[config.mk]
export PLATFORM = sky130hd
export DESIGN_NAME = spfe_frame_engine
export DESIGN_NICKNAME = d
export VERILOG_FILES = /design/src/pkg/spfe_pkg.sv /design/src/spfe_frame_engine.sv
export SDC_FILE = /design/constraint.sdc
export NUM_CORES = 1
export LEC_CHECK = 0
export ABC_CLOCK_PERIOD_IN_PS = 2070
export BUFFER_PORTS_ARGS = -buffer_cell sky130_fd_sc_hd__buf_2
export CORE_MARGIN = 2
export CORE_UTILIZATION = 54
export DETAILED_ROUTE_END_ITERATION = 16
export GPL_TIMING_DRIVEN = 0
export PLACE_DENSITY = 0.76
export SYNTH_ARGS = -nofsm -noshare
export SYNTH_HDL_FRONTEND = slang
export SYNTH_SLANG_ARGS = --single-unit
[constraint.sdc]
create_clock -name clock -period 2.07 [get_ports clock]
set_input_delay 0.414 -clock clock [delete_from_list [all_inputs] [get_ports clock]]
set_output_delay 0.414 -clock clock [all_outputs]
set_load 0.01 [all_outputs]
[src/pkg/spfe_pkg.sv]
// Purpose: Shared constants and types of the serial port frame engine.
// Assumes: One clock; registers reached over a plain strobe port.
// Notes: Counts are in clock cycles or in divide-by-16 counter states.
`default_nettype none
package spfe_pkg;
  // Register offsets (register index on the plain port)
  localparam logic [1:0] SPFE_OFS_CTRL = 2'h0;
  localparam logic [1:0] SPFE_OFS_BUF = 2'h1;
  localparam logic [1:0] SPFE_OFS_AUX = 2'h2;
  // Control register field positions
  localparam int SPFE_B_MODE_HI = 7;
  localparam int SPFE_B_MODE_LO = 6;
  localparam int SPFE_B_MPEN = 5;
  localparam int SPFE_B_REN = 4;
  localparam int SPFE_B_TX9 = 3;
  localparam int SPFE_B_RX9 = 2;
  localparam int SPFE_B_TXDONE = 1;
  localparam int SPFE_B_RXDONE = 0;
  // Auxiliary register field positions
  localparam int SPFE_B_DBL = 0;
  localparam int SPFE_B_SIX = 1;
  // Reset values
  localparam logic [7:0] SPFE_RST_CTRL = 8'h00;
  localparam logic [7:0] SPFE_RST_BUF = 8'h00;
  localparam logic [1:0] SPFE_RST_AUX = 2'h0;
  // Receive shift register preload values
  localparam logic [8:0] SPFE_RX_PRELOAD = 9'h1FF;
  localparam logic [7:0] SPFE_M0_PRELOAD = 8'h7F;
  // Divide-by-16 counter states
  localparam logic [3:0] SPFE_DIV_LAST = 4'hF;
  localparam logic [3:0] SPFE_SAMP_A = 4'h7;
  localparam logic [3:0] SPFE_SAMP_B = 4'h8;
  localparam logic [3:0] SPFE_SAMP_C = 4'h9;
  // Machine cycle length in oscillator clocks
  localparam logic [3:0] SPFE_MC_12 = 4'hC;
  localparam logic [3:0] SPFE_MC_6 = 4'h6;
  // Mode two tick divider reloads, one less than the spacing in clocks (16x bit rate)
  localparam logic [1:0] SPFE_M2_DIV_SLOW = 2'h3;
  localparam logic [1:0] SPFE_M2_DIV_FAST = 2'h1;
  // Transmit end pattern: marker beside the last bit
  localparam logic [7:0] SPFE_TX_END = 8'h01;

  // Operating modes
  typedef enum logic [1:0] {
    SPFE_MODE_SHIFT = 2'h0,
    SPFE_MODE_ONE = 2'h1,
    SPFE_MODE_TWO = 2'h2,
    SPFE_MODE_THREE = 2'h3
  } spfe_mode_e;

  // One register request from software
  typedef struct packed {
    logic [1:0] addr;
    logic [7:0] wdata;
    logic wr;
    logic rd;
  } spfe_req_s;
endpackage
`default_nettype wire

[src/spfe_frame_engine.sv]
// Purpose: Transmit and receive framing of a microcontroller serial port.
// Assumes: clock is the oscillator; baud_tick_16x comes from a timer.
// Notes: Shift-register mode covers reception only.
//
// Contract
// - Mode zero shifts in fifth-state pin sample.
// - Mode zero ends on marker, sets receive-done.
// - Mode one frame: start, eight data, stop.
// - Mode one stop bit stored as ninth bit.
// - Buffer write arms transmit at next rollover.
// - Start bit, then data, then first shift.
// - Mode one marker ends transmit, sets done.
// - Falling edge resets counter, preloads shift register.
// - Majority of samples at states seven-nine.
// - Non-zero start bit restarts the hunt.
// - Nine-bit register, start at end finishes.
// - Mode one acceptance needs flag clear, stop if multiprocessor on.
// - Mode one returns to hunting after frame.
// - Modes two, three carry programmable ninth bit.
// - Mode two rate from oscillator, selectable.
// - Modes one, three use timer rate.
// - Ninth bit loaded, then stop, then zeros.
// - Modes two, three end at eleventh rollover.
// - Ninth-bit acceptance needs flag clear, bit one if multiprocessor on.
// - Hunting resumes one bit time after end.
// - Mode zero receives when enabled, flag clear.
// - Mode zero rate is one per machine cycle.
//
// Decided for this implementation: the plain strobed port and the register offsets.
`timescale 1ns/100ps
`default_nettype none
module spfe_frame_engine
  import spfe_pkg::*;
(
  // Clock and reset
  input wire logic clock,
  input wire logic srst,
  // Register port
  input wire spfe_req_s req,
  output logic [7:0] rdata,
  // Timer overflow tick at sixteen times the bit rate
  input wire logic baud_tick_16x,
  // Serial pins
  input wire logic port_three_bit_zero,
  output logic txd
);

  // Transmit states
  typedef enum logic [3:0] {
    TX_IDLE = 4'b0001,
    TX_WAIT = 4'b0010,
    TX_START = 4'b0100,
    TX_DATA = 4'b1000
  } spfe_tx_e;

  // Receive states
  typedef enum logic [3:0] {
    RX_HUNT = 4'b0001,
    RX_BITS = 4'b0010,
    RX_TAIL = 4'b0100,
    RX_SHIFT0 = 4'b1000
  } spfe_rx_e;

  // Two-of-three vote for noise rejection
  function automatic logic maj3(input logic a, input logic b, input logic c);
    maj3 = (a & b) | (a & c) | (b & c);
  endfunction

  // Software-visible state
  logic [7:0] ctrl_r; // Control register
  logic [7:0] serial_buffer; // Received byte
  logic [1:0] aux_r; // Rate selects
  logic [7:0] rdata_r; // Read data, one cycle after strobe
  // Pin synchroniser
  logic rx_meta_r;
  logic rx_s_r;
  // Timing
  logic [3:0] mc_cnt_r; // Position inside a machine cycle
  logic [1:0] m2_cnt_r; // Mode two tick divider
  logic [3:0] div16_r; // Bit-time counter
  // Transmit
  spfe_tx_e tx_st_r;
  logic [8:0] tx_sr_r; // Transmit shift register
  logic tx_first_r; // First shift not yet made
  logic txd_r;
  // Receive
  spfe_rx_e rx_st_r;
  logic [8:0] rx_sr_r; // Receive shift register
  logic [7:0] m0_sr_r; // Shift-register mode receive register
  logic rx_prev_r; // Previous tick sample
  logic samp_a_r, samp_b_r; // Votes at counter states seven and eight
  logic m0_samp_r; // Shift-mode pin level, held until the shift

  // Decoded fields and strobes, grouped by concern
  spfe_mode_e mode;
  logic [3:0] mc_last; // Last count of a machine cycle
  // Control fields
  logic multiproc_enable, ren, tx_ninth_bit, rx_done_flag, six_clock;
  // Write decodes and machine cycle phases
  logic wr_ctrl, wr_buf, state_five_phase_two, s6p2;
  // Bit timing and receive decisions
  logic tick, rollover, bit_val, at_bit, rx_edge;
  logic rx_final, rx_accept, m0_final;
  // Transmit progress and flag sets
  logic tx_shift, tx_end, tx_set_done, rx_set_done;

  assign mode = spfe_mode_e'(ctrl_r[SPFE_B_MODE_HI:SPFE_B_MODE_LO]);
  assign multiproc_enable = ctrl_r[SPFE_B_MPEN];
  assign ren = ctrl_r[SPFE_B_REN];
  assign tx_ninth_bit = ctrl_r[SPFE_B_TX9];
  assign rx_done_flag = ctrl_r[SPFE_B_RXDONE];
  assign six_clock = aux_r[SPFE_B_SIX];
  assign wr_ctrl = req.wr && (req.addr == SPFE_OFS_CTRL);
  assign wr_buf = req.wr && (req.addr == SPFE_OFS_BUF);

  // Machine cycle phases: fifth and sixth state in either clock option
  assign mc_last = six_clock ? (SPFE_MC_6 - 4'h1) : (SPFE_MC_12 - 4'h1);
  assign state_five_phase_two = six_clock ? (mc_cnt_r == 4'h4) :
                                (mc_cnt_r == 4'h9);
  assign s6p2 = (mc_cnt_r == mc_last);

  // Tick source: oscillator in mode two, timer otherwise
  assign tick = (mode == SPFE_MODE_TWO) ? (m2_cnt_r == 2'h0) :
                baud_tick_16x;
  assign rollover = tick && (div16_r == SPFE_DIV_LAST);

  // Bit decision at the third sample point
  assign at_bit = tick && (div16_r == SPFE_SAMP_C);
  assign bit_val = maj3(samp_a_r, samp_b_r, rx_s_r);
  assign rx_edge = (rx_st_r == RX_HUNT) && (mode != SPFE_MODE_SHIFT) &&
                   ren && tick && rx_prev_r && !rx_s_r;
  // Start bit reached the far end: this shift is the last
  assign rx_final = (rx_st_r == RX_BITS) && at_bit && !rx_sr_r[0];
  assign rx_accept = rx_final && !rx_done_flag &&
                     (!multiproc_enable || bit_val);
  assign m0_final = (rx_st_r == RX_SHIFT0) && s6p2 && !m0_sr_r[0];

  // Transmit shift on rollovers while data drives the pin
  assign tx_shift = (tx_st_r == TX_DATA) && rollover;
  assign tx_end = !tx_first_r && (tx_sr_r[8:1] == SPFE_TX_END);
  assign tx_set_done = tx_shift && tx_end;
  assign rx_set_done = rx_accept || m0_final;

  // Two-flop synchroniser on the receive pin
  always_ff @(posedge clock) begin
    if (srst) begin
      rx_meta_r <= 1'b1;
      rx_s_r <= 1'b1;
    end else begin
      rx_meta_r <= port_three_bit_zero;
      rx_s_r <= rx_meta_r;
    end
  end

  // Machine cycle position counter
  always_ff @(posedge clock) begin
    if (srst) begin
      mc_cnt_r <= 4'h0;
    end else if (mc_cnt_r >= mc_last) begin
      mc_cnt_r <= 4'h0;
    end else begin
      mc_cnt_r <= mc_cnt_r + 4'h1;
    end
  end

  // Mode two divider: tick every 4 or 2 clocks, halved in six-clock mode
  always_ff @(posedge clock) begin
    if (srst) begin
      m2_cnt_r <= 2'h0;
    end else if (m2_cnt_r == 2'h0) begin
      // Doubling bit halves the spacing; six-clock halves it again
      case ({aux_r[SPFE_B_DBL], six_clock})
        2'b00: m2_cnt_r <= SPFE_M2_DIV_SLOW;
        2'b11: m2_cnt_r <= 2'h0;
        default: m2_cnt_r <= SPFE_M2_DIV_FAST;
      endcase
    end else begin
      m2_cnt_r <= m2_cnt_r - 2'h1;
    end
  end

  // Divide-by-16 counter, shared by both directions
  always_ff @(posedge clock) begin
    if (srst) begin
      div16_r <= 4'h0;
    end else if (rx_edge) begin
      div16_r <= 4'h0;
    end else if (tick) begin
      div16_r <= div16_r + 4'h1;
    end
  end

  // Pin samples at counter states seven and eight
  always_ff @(posedge clock) begin
    if (srst) begin
      rx_prev_r <= 1'b1;
      samp_a_r <= 1'b1;
      samp_b_r <= 1'b1;
    end else if (tick) begin
      rx_prev_r <= rx_s_r;
      if (div16_r == SPFE_SAMP_A) begin
        samp_a_r <= rx_s_r;
      end
      if (div16_r == SPFE_SAMP_B) begin
        samp_b_r <= rx_s_r;
      end
    end
  end

  // Shift-mode pin sample, taken a state before the shift uses it
  always_ff @(posedge clock) begin
    if (srst) begin
      m0_samp_r <= 1'b1;
    end else if (state_five_phase_two) begin
      m0_samp_r <= rx_s_r;
    end
  end

  // Receive sequencer for all modes
  always_ff @(posedge clock) begin
    if (srst) begin
      rx_st_r <= RX_HUNT;
      rx_sr_r <= SPFE_RX_PRELOAD;
      m0_sr_r <= SPFE_M0_PRELOAD;
    end else begin
      case (rx_st_r)
        RX_HUNT: begin
          if (mode == SPFE_MODE_SHIFT) begin
            // Shift mode waits for enable with the flag clear
            if (ren && !rx_done_flag && s6p2) begin
              m0_sr_r <= SPFE_M0_PRELOAD;
              rx_st_r <= RX_SHIFT0;
            end
          end else if (rx_edge) begin
            rx_sr_r <= SPFE_RX_PRELOAD;
            rx_st_r <= RX_BITS;
          end
        end
        RX_BITS: begin
          if (at_bit) begin
            if (rx_sr_r == SPFE_RX_PRELOAD && bit_val) begin
              rx_st_r <= RX_HUNT;
            end else begin
              rx_sr_r <= {bit_val, rx_sr_r[8:1]};
              if (rx_final) begin
                // Mode one is back at once; ninth-bit modes wait
                rx_st_r <= (mode == SPFE_MODE_ONE) ? RX_HUNT :
                           RX_TAIL;
              end
            end
          end
        end
        RX_TAIL: begin
          // Stop bit passes before the hunt resumes
          if (at_bit) begin
            rx_st_r <= RX_HUNT;
          end
        end
        RX_SHIFT0: begin
          // One bit per machine cycle, latched fifth-state sample
          if (s6p2) begin
            m0_sr_r <= {m0_samp_r, m0_sr_r[7:1]};
            if (!m0_sr_r[0]) begin
              rx_st_r <= RX_HUNT;
            end
          end
        end
        default: rx_st_r <= RX_HUNT;
      endcase
    end
  end

  // Receive buffer: loaded only by an accepted frame or a finished shift-mode byte
  always_ff @(posedge clock) begin
    if (srst) begin
      serial_buffer <= SPFE_RST_BUF;
    end else if (rx_accept) begin
      serial_buffer <= rx_sr_r[8:1];
    end else if (m0_final) begin
      serial_buffer <= {m0_samp_r, m0_sr_r[7:1]};
    end
  end

  // Control register: hardware set wins over a software clear
  always_ff @(posedge clock) begin
    if (srst) begin
      ctrl_r <= SPFE_RST_CTRL;
    end else begin
      if (wr_ctrl) begin
        ctrl_r <= req.wdata;
      end
      if (rx_accept) begin
        ctrl_r[SPFE_B_RX9] <= bit_val;
      end
      if (rx_set_done) begin
        ctrl_r[SPFE_B_RXDONE] <= 1'b1;
      end
      if (tx_set_done) begin
        ctrl_r[SPFE_B_TXDONE] <= 1'b1;
      end
    end
  end

  // Auxiliary rate register
  always_ff @(posedge clock) begin
    if (srst) begin
      aux_r <= SPFE_RST_AUX;
    end else if (req.wr && (req.addr == SPFE_OFS_AUX)) begin
      aux_r <= req.wdata[1:0];
    end
  end

  // Read port: data one cycle after the strobe, unmapped reads zero
  always_ff @(posedge clock) begin
    if (srst) begin
      rdata_r <= 8'h00;
    end else if (req.rd) begin
      case (req.addr)
        SPFE_OFS_CTRL: rdata_r <= ctrl_r;
        SPFE_OFS_BUF: rdata_r <= serial_buffer;
        SPFE_OFS_AUX: rdata_r <= {6'h00, aux_r};
        default: rdata_r <= 8'h00;
      endcase
    end else begin
      rdata_r <= 8'h00;
    end
  end
  assign rdata = rdata_r;

  // Transmit sequencer, bit times tied to the counter not the write
  always_ff @(posedge clock) begin
    if (srst) begin
      tx_st_r <= TX_IDLE;
      tx_sr_r <= 9'h000;
      tx_first_r <= 1'b0;
    end else begin
      case (tx_st_r)
        TX_IDLE: begin
          // Shift-mode transmit is not offered
          if (wr_buf && (mode != SPFE_MODE_SHIFT)) begin
            tx_sr_r <= {(mode == SPFE_MODE_ONE) ? 1'b1 : tx_ninth_bit,
                        req.wdata};
            tx_first_r <= 1'b1;
            tx_st_r <= TX_WAIT;
          end
        end
        TX_WAIT: begin
          if (rollover) begin
            tx_st_r <= TX_START;
          end
        end
        TX_START: begin
          if (rollover) begin
            tx_st_r <= TX_DATA;
          end
        end
        TX_DATA: begin
          if (tx_shift) begin
            // Stop bit enters first in ninth-bit modes, then zeros
            tx_sr_r <= {tx_first_r && (mode != SPFE_MODE_ONE),
                        tx_sr_r[8:1]};
            tx_first_r <= 1'b0;
            if (tx_end) begin
              tx_st_r <= TX_IDLE;
            end
          end
        end
        default: tx_st_r <= TX_IDLE;
      endcase
    end
  end

  // Pin driver: shift clock in mode zero, frame bits otherwise
  always_ff @(posedge clock) begin
    if (srst) begin
      txd_r <= 1'b1;
    end else if (rx_st_r == RX_SHIFT0) begin
      // Low in S3 to S5, high in S6, S1, S2
      txd_r <= six_clock ? !(mc_cnt_r >= 4'h1 && mc_cnt_r < 4'h4) :
               !(mc_cnt_r >= 4'h3 && mc_cnt_r < 4'h9);
    end else begin
      case (tx_st_r)
        TX_START: txd_r <= 1'b0;
        TX_DATA: txd_r <= tx_sr_r[0];
        default: txd_r <= 1'b1;
      endcase
    end
  end
  assign txd = txd_r;

  // Checks
  a_tx_idle_high: assert property (@(posedge clock) disable iff (srst)
    (tx_st_r == TX_IDLE && rx_st_r != RX_SHIFT0) |=> txd)
    else $error("transmit pin not idle high");
  a_start_bit_low: assert property (@(posedge clock) disable iff (srst)
    (tx_st_r == TX_START) ##1 (tx_st_r == TX_START) |-> !txd)
    else $error("start bit not low");
  a_hunt_preload: assert property (@(posedge clock) disable iff (srst)
    rx_edge |=> (div16_r == 4'h0 && rx_sr_r == 9'h1FF))
    else $error("edge did not reset counter and preload");
  a_false_start: assert property (@(posedge clock) disable iff (srst)
    (at_bit && rx_st_r == RX_BITS && rx_sr_r == 9'h1FF && bit_val)
    |=> rx_st_r == RX_HUNT)
    else $error("false start not rejected");
  a_reject_keeps: assert property (@(posedge clock) disable iff (srst)
    (rx_final && rx_done_flag) |=> $stable(serial_buffer))
    else $error("frame taken while flag set");
  a_accept_loads: assert property (@(posedge clock) disable iff (srst)
    rx_accept |=> (rx_done_flag &&
    serial_buffer == $past(rx_sr_r[8:1])))
    else $error("accepted frame not stored");
  a_mode1_rehunt: assert property (@(posedge clock) disable iff (srst)
    (rx_final && mode == SPFE_MODE_ONE) |=> rx_st_r == RX_HUNT)
    else $error("mode one did not resume hunting");
  a_tx_done_set: assert property (@(posedge clock) disable iff (srst)
    tx_set_done |=> (ctrl_r[SPFE_B_TXDONE] && tx_st_r == TX_IDLE))
    else $error("transmit end not flagged");
  a_tx_waits_roll: assert property (@(posedge clock) disable iff (srst)
    (tx_st_r == TX_WAIT && !rollover) |=> tx_st_r == TX_WAIT)
    else $error("transmit began off a rollover");
  a_m0_shift_in: assert property (@(posedge clock) disable iff (srst)
    (rx_st_r == RX_SHIFT0 && s6p2 && m0_sr_r[0])
    |=> m0_sr_r[7] == $past(m0_samp_r))
    else $error("mode zero bit not shifted in");
  a_m0_start_cond: assert property (@(posedge clock) disable iff (srst)
    (rx_st_r == RX_HUNT && mode == SPFE_MODE_SHIFT && rx_done_flag)
    |=> rx_st_r != RX_SHIFT0)
    else $error("mode zero started with flag set");

endmodule
`default_nettype wire

==> key figures <==
GRT
  – Initial antenna violation count: 0
  – First-pass GRT wire length: 14,250 um
  – Overall routing resource usage: 24.06%
  – Number of global-route vias before repair: 3,047
  – Gr ovfl total: 0
  – Largest net degree at the start of global routing: 16

Clock tree
  – Deepest clock path buffer count: 2
  – Worst-Skew Late Latency: 0.36 ns
  – CTS tree: built
  – Clk sink count: 78
  – H-Tree Depth: 3
  – CTS Buf Count: 9
  – Clock Pin Slew Worst Setup and Hold Paths: 0.09 ns
  – CTS Root Cell: clkbuf_8

Placed design
  – Detailed Place HPWL: 6311 um
  – Placed cell areas: 3915 um^2
  – Placement Setup Slack: -0.4127 ns
  – Cells after DPL: 526
  – PortBufs: 23
  – Gpl congestion: 0.8736

Logic synthesis
  – Commonest cells in the netlist: dfxtp_1, nor2_1, nand2_1
  – Most used DFF post-synth: dfxtp_1
  – Area contributors post-synth: dfxtp_1, mux2i_1, nor2_1
  – Warnings from Yosys: 0
  – Mapped Cells: 423
  – Count leader, synth: dfxtp_1
  – Syn_area_per_cell: 8.735 um^2
  – Syn Nets: 448
  – Synth area leader: dfxtp_1
  – EDFF count, synth: 0
  – Mapped cell area: 3695 um^2
  – Library cells used by synthesis: 58
  – Register area share after synthesis: 42.26%
  – Post-synthesis register bit count: 78
  – Synth top area share: 42.26%
  – Ys async rst share: 0%

Final layout
  – FF/Latch Area: 1565 um^2
  – Final core occ: 63.35%
  – Inserted Diodes: 0
  – Final Net Count: 487
  – Final Instance Count excl. Fillers: 547
  – Area of the multi-input gates: 2087 um^2
  – Area growth, synth to finish: 15.20%
  – Design area: 4257 um^2
  – Layout filler cell count: 559
  – Fraction of layout cells with a size suffix above 1: 16.70%

Setup path
  – Critical Path Fanout Max: 8
  – Critical path class: reg2reg
  – CP Data Required Time: 2.31 ns
  – CP Capture Type: flop
  – CP arrival: 2.26 ns
  – Startpoint Class: flop

Timing
  – Slew Viols, Final: 0
  – Post-route setup slack: 0.04464 ns
  – Slew margin rel.: 52.50%
  – Post-route clock skew: 0.01366 ns
  – Highest clock rate: 493.7 MHz
  – Setup violators final: 0
  – Transition time of the tightest slew-check pin: 0.7124 ns
  – Final hold slack: 0.2372 ns
  – Final Hold Viols: 0
  – Tcrit/Tclk final: 97.84%
  – Final setup TNS: 0 ns
  – Fin crit period: 2.025 ns

Power
  – Power density over cell area: 700.5 nW/um^2
  – Pwr Total: 2.982 mW
  – Lkg Pwr: 1.536 nW
  – IR drop worst, VDD: 0.4395 mV

Floorplanning
  – Core outline area: 6719 um^2
  – Die footprint: 7519 um^2
  – Die height: 86.72 um
  – Starting Density: 54.99%
  – Die width: 86.72 um
  – Boundary pin count: 25
  – Std cell rows: 30

Status
  – Status: completed

Detailed routing
  – Drt total wl: 8693 um
  – Post-DRT Antenna Nets: 0
  – Vias: 3,238
  – Routed length per instance: 15.89 um
  – Drt pass-1 iters: 5
  – DRC: 0
  – Drt via density: 5.920
  – 1st-iter DRT viols: 200

Min path
  – Tightest Hold Check Type: in2reg

Run
  – MaxCap Viol Count: 0
kinds of logic (layout without fill, tap and decap cells):
group	after synthesis	in the layout	share of synthesized area [%]
flops	78	78	42.26
buf+inv	29	73	3.285
compound gates	79	79	14.80
mux	29	29	8.229
fa+ha+maj	10	10	3.319
xor+xnor	6	6	1.423
simple gates	192	192	26.68
final timing paths:
path / start / to / slack [ns] / depth (start not counted)
max: aux_r[1] / m0_sr_r[2] / 0.04 / 9
min reg2reg: rx_meta_r / rx_s_r / 0.42 / 1
max reg2reg: aux_r[1] / m0_sr_r[2] / 0.04 / 9
min: port_three_bit_zero / rx_meta_r / 0.24 / 2
critical path: stages, from the launching register on:
cell and delay, ns:
dfxtp_2 0.35, clkbuf_8 0.15, inv_1 0.08, ha_4 0.28
nand4_1 0.09, buf_4 0.17, a211oi_4 0.32, buf_4 0.17
nor3b_1 0.20, o21ai_0 0.10
metal layers:
layer,routed length [um],track usage [%]
met1,3920,29.86
met2,4304,41.61
met3,310,3.905
met4,158,9.517
met5,0,0
final cells by class:
class                   count  area share, %
plain buffers              18          2.381
clock buffers               9          2.910
clock inverters             7          1.911
inverters                  10         0.8818
multi-input cells         316          49.03
flip-flops and latches     78          36.77
well taps                  80          2.352
repair buffers             29          3.763
power by group:
part | switching, mW | internal (mW) | total [mW]
Combinational | 0.136 | 0.0919 | 0.228
Clock | 0.622 | 0.572 | 1.19
Sequential | 0.0322 | 1.53 | 1.56
Total | 0.790 | 2.19 | 2.98
sequential cells by signal, summed over array words and instances, names as in the netlist:
signal	cells
rx_sr_r	9
tx_sr_r	9
ctrl_r	8
m0_sr_r	8
rdata	8
serial_buffer	8
div16_r	4
mc_cnt_r	4
rx_st_r	4
tx_st_r	4
aux_r	2
m2_cnt_r	2
m0_samp_r	1
rx_meta_r	1
rx_prev_r	1
rx_s_r	1
samp_a_r	1
samp_b_r	1
tx_first_r	1
txd	1
cells in the final DEF, fill, tap and decap left out, types with 4 or more instances in the layout:
| cell type | Yosys | final |
|---|---|---|
| clkbuf_8 | 0 | 10 |
| ha_1 | 9 | 8 |
| mux2i_1 | 27 | 27 |
| nand2_1 | 40 | 39 |
| inv_1 | 10 | 10 |
| nand2b_1 | 6 | 6 |
| nor2b_1 | 10 | 10 |
| buf_2 | 3 | 23 |
| a311oi_1 | 9 | 9 |
| nor2_1 | 66 | 65 |
| nand3_1 | 10 | 10 |
| a211oi_1 | 11 | 10 |
| dfxtp_1 | 78 | 75 |
| or2_2 | 4 | 4 |
| o21ai_0 | 24 | 23 |
| clkbuf_1 | 12 | 10 |
| nand4_1 | 4 | 4 |
| nor3b_1 | 7 | 5 |
| nor3_1 | 15 | 14 |
| buf_4 | 0 | 8 |
| a21oi_1 | 18 | 18 |
| and2_1 | 4 | 4 |
| nor4_1 | 5 | 5 |
repair_timing:
action / in CTS / in global routing
hold buffers: 0 / 0
setup buffers: 3 / 3
endpoints found under the setup margin: 22 / 23
gates resized for setup: 10 / 15
hold endpoints to repair: 0 / 0
pin swaps: 2 / 3
(Power assumes the default switching activity.)
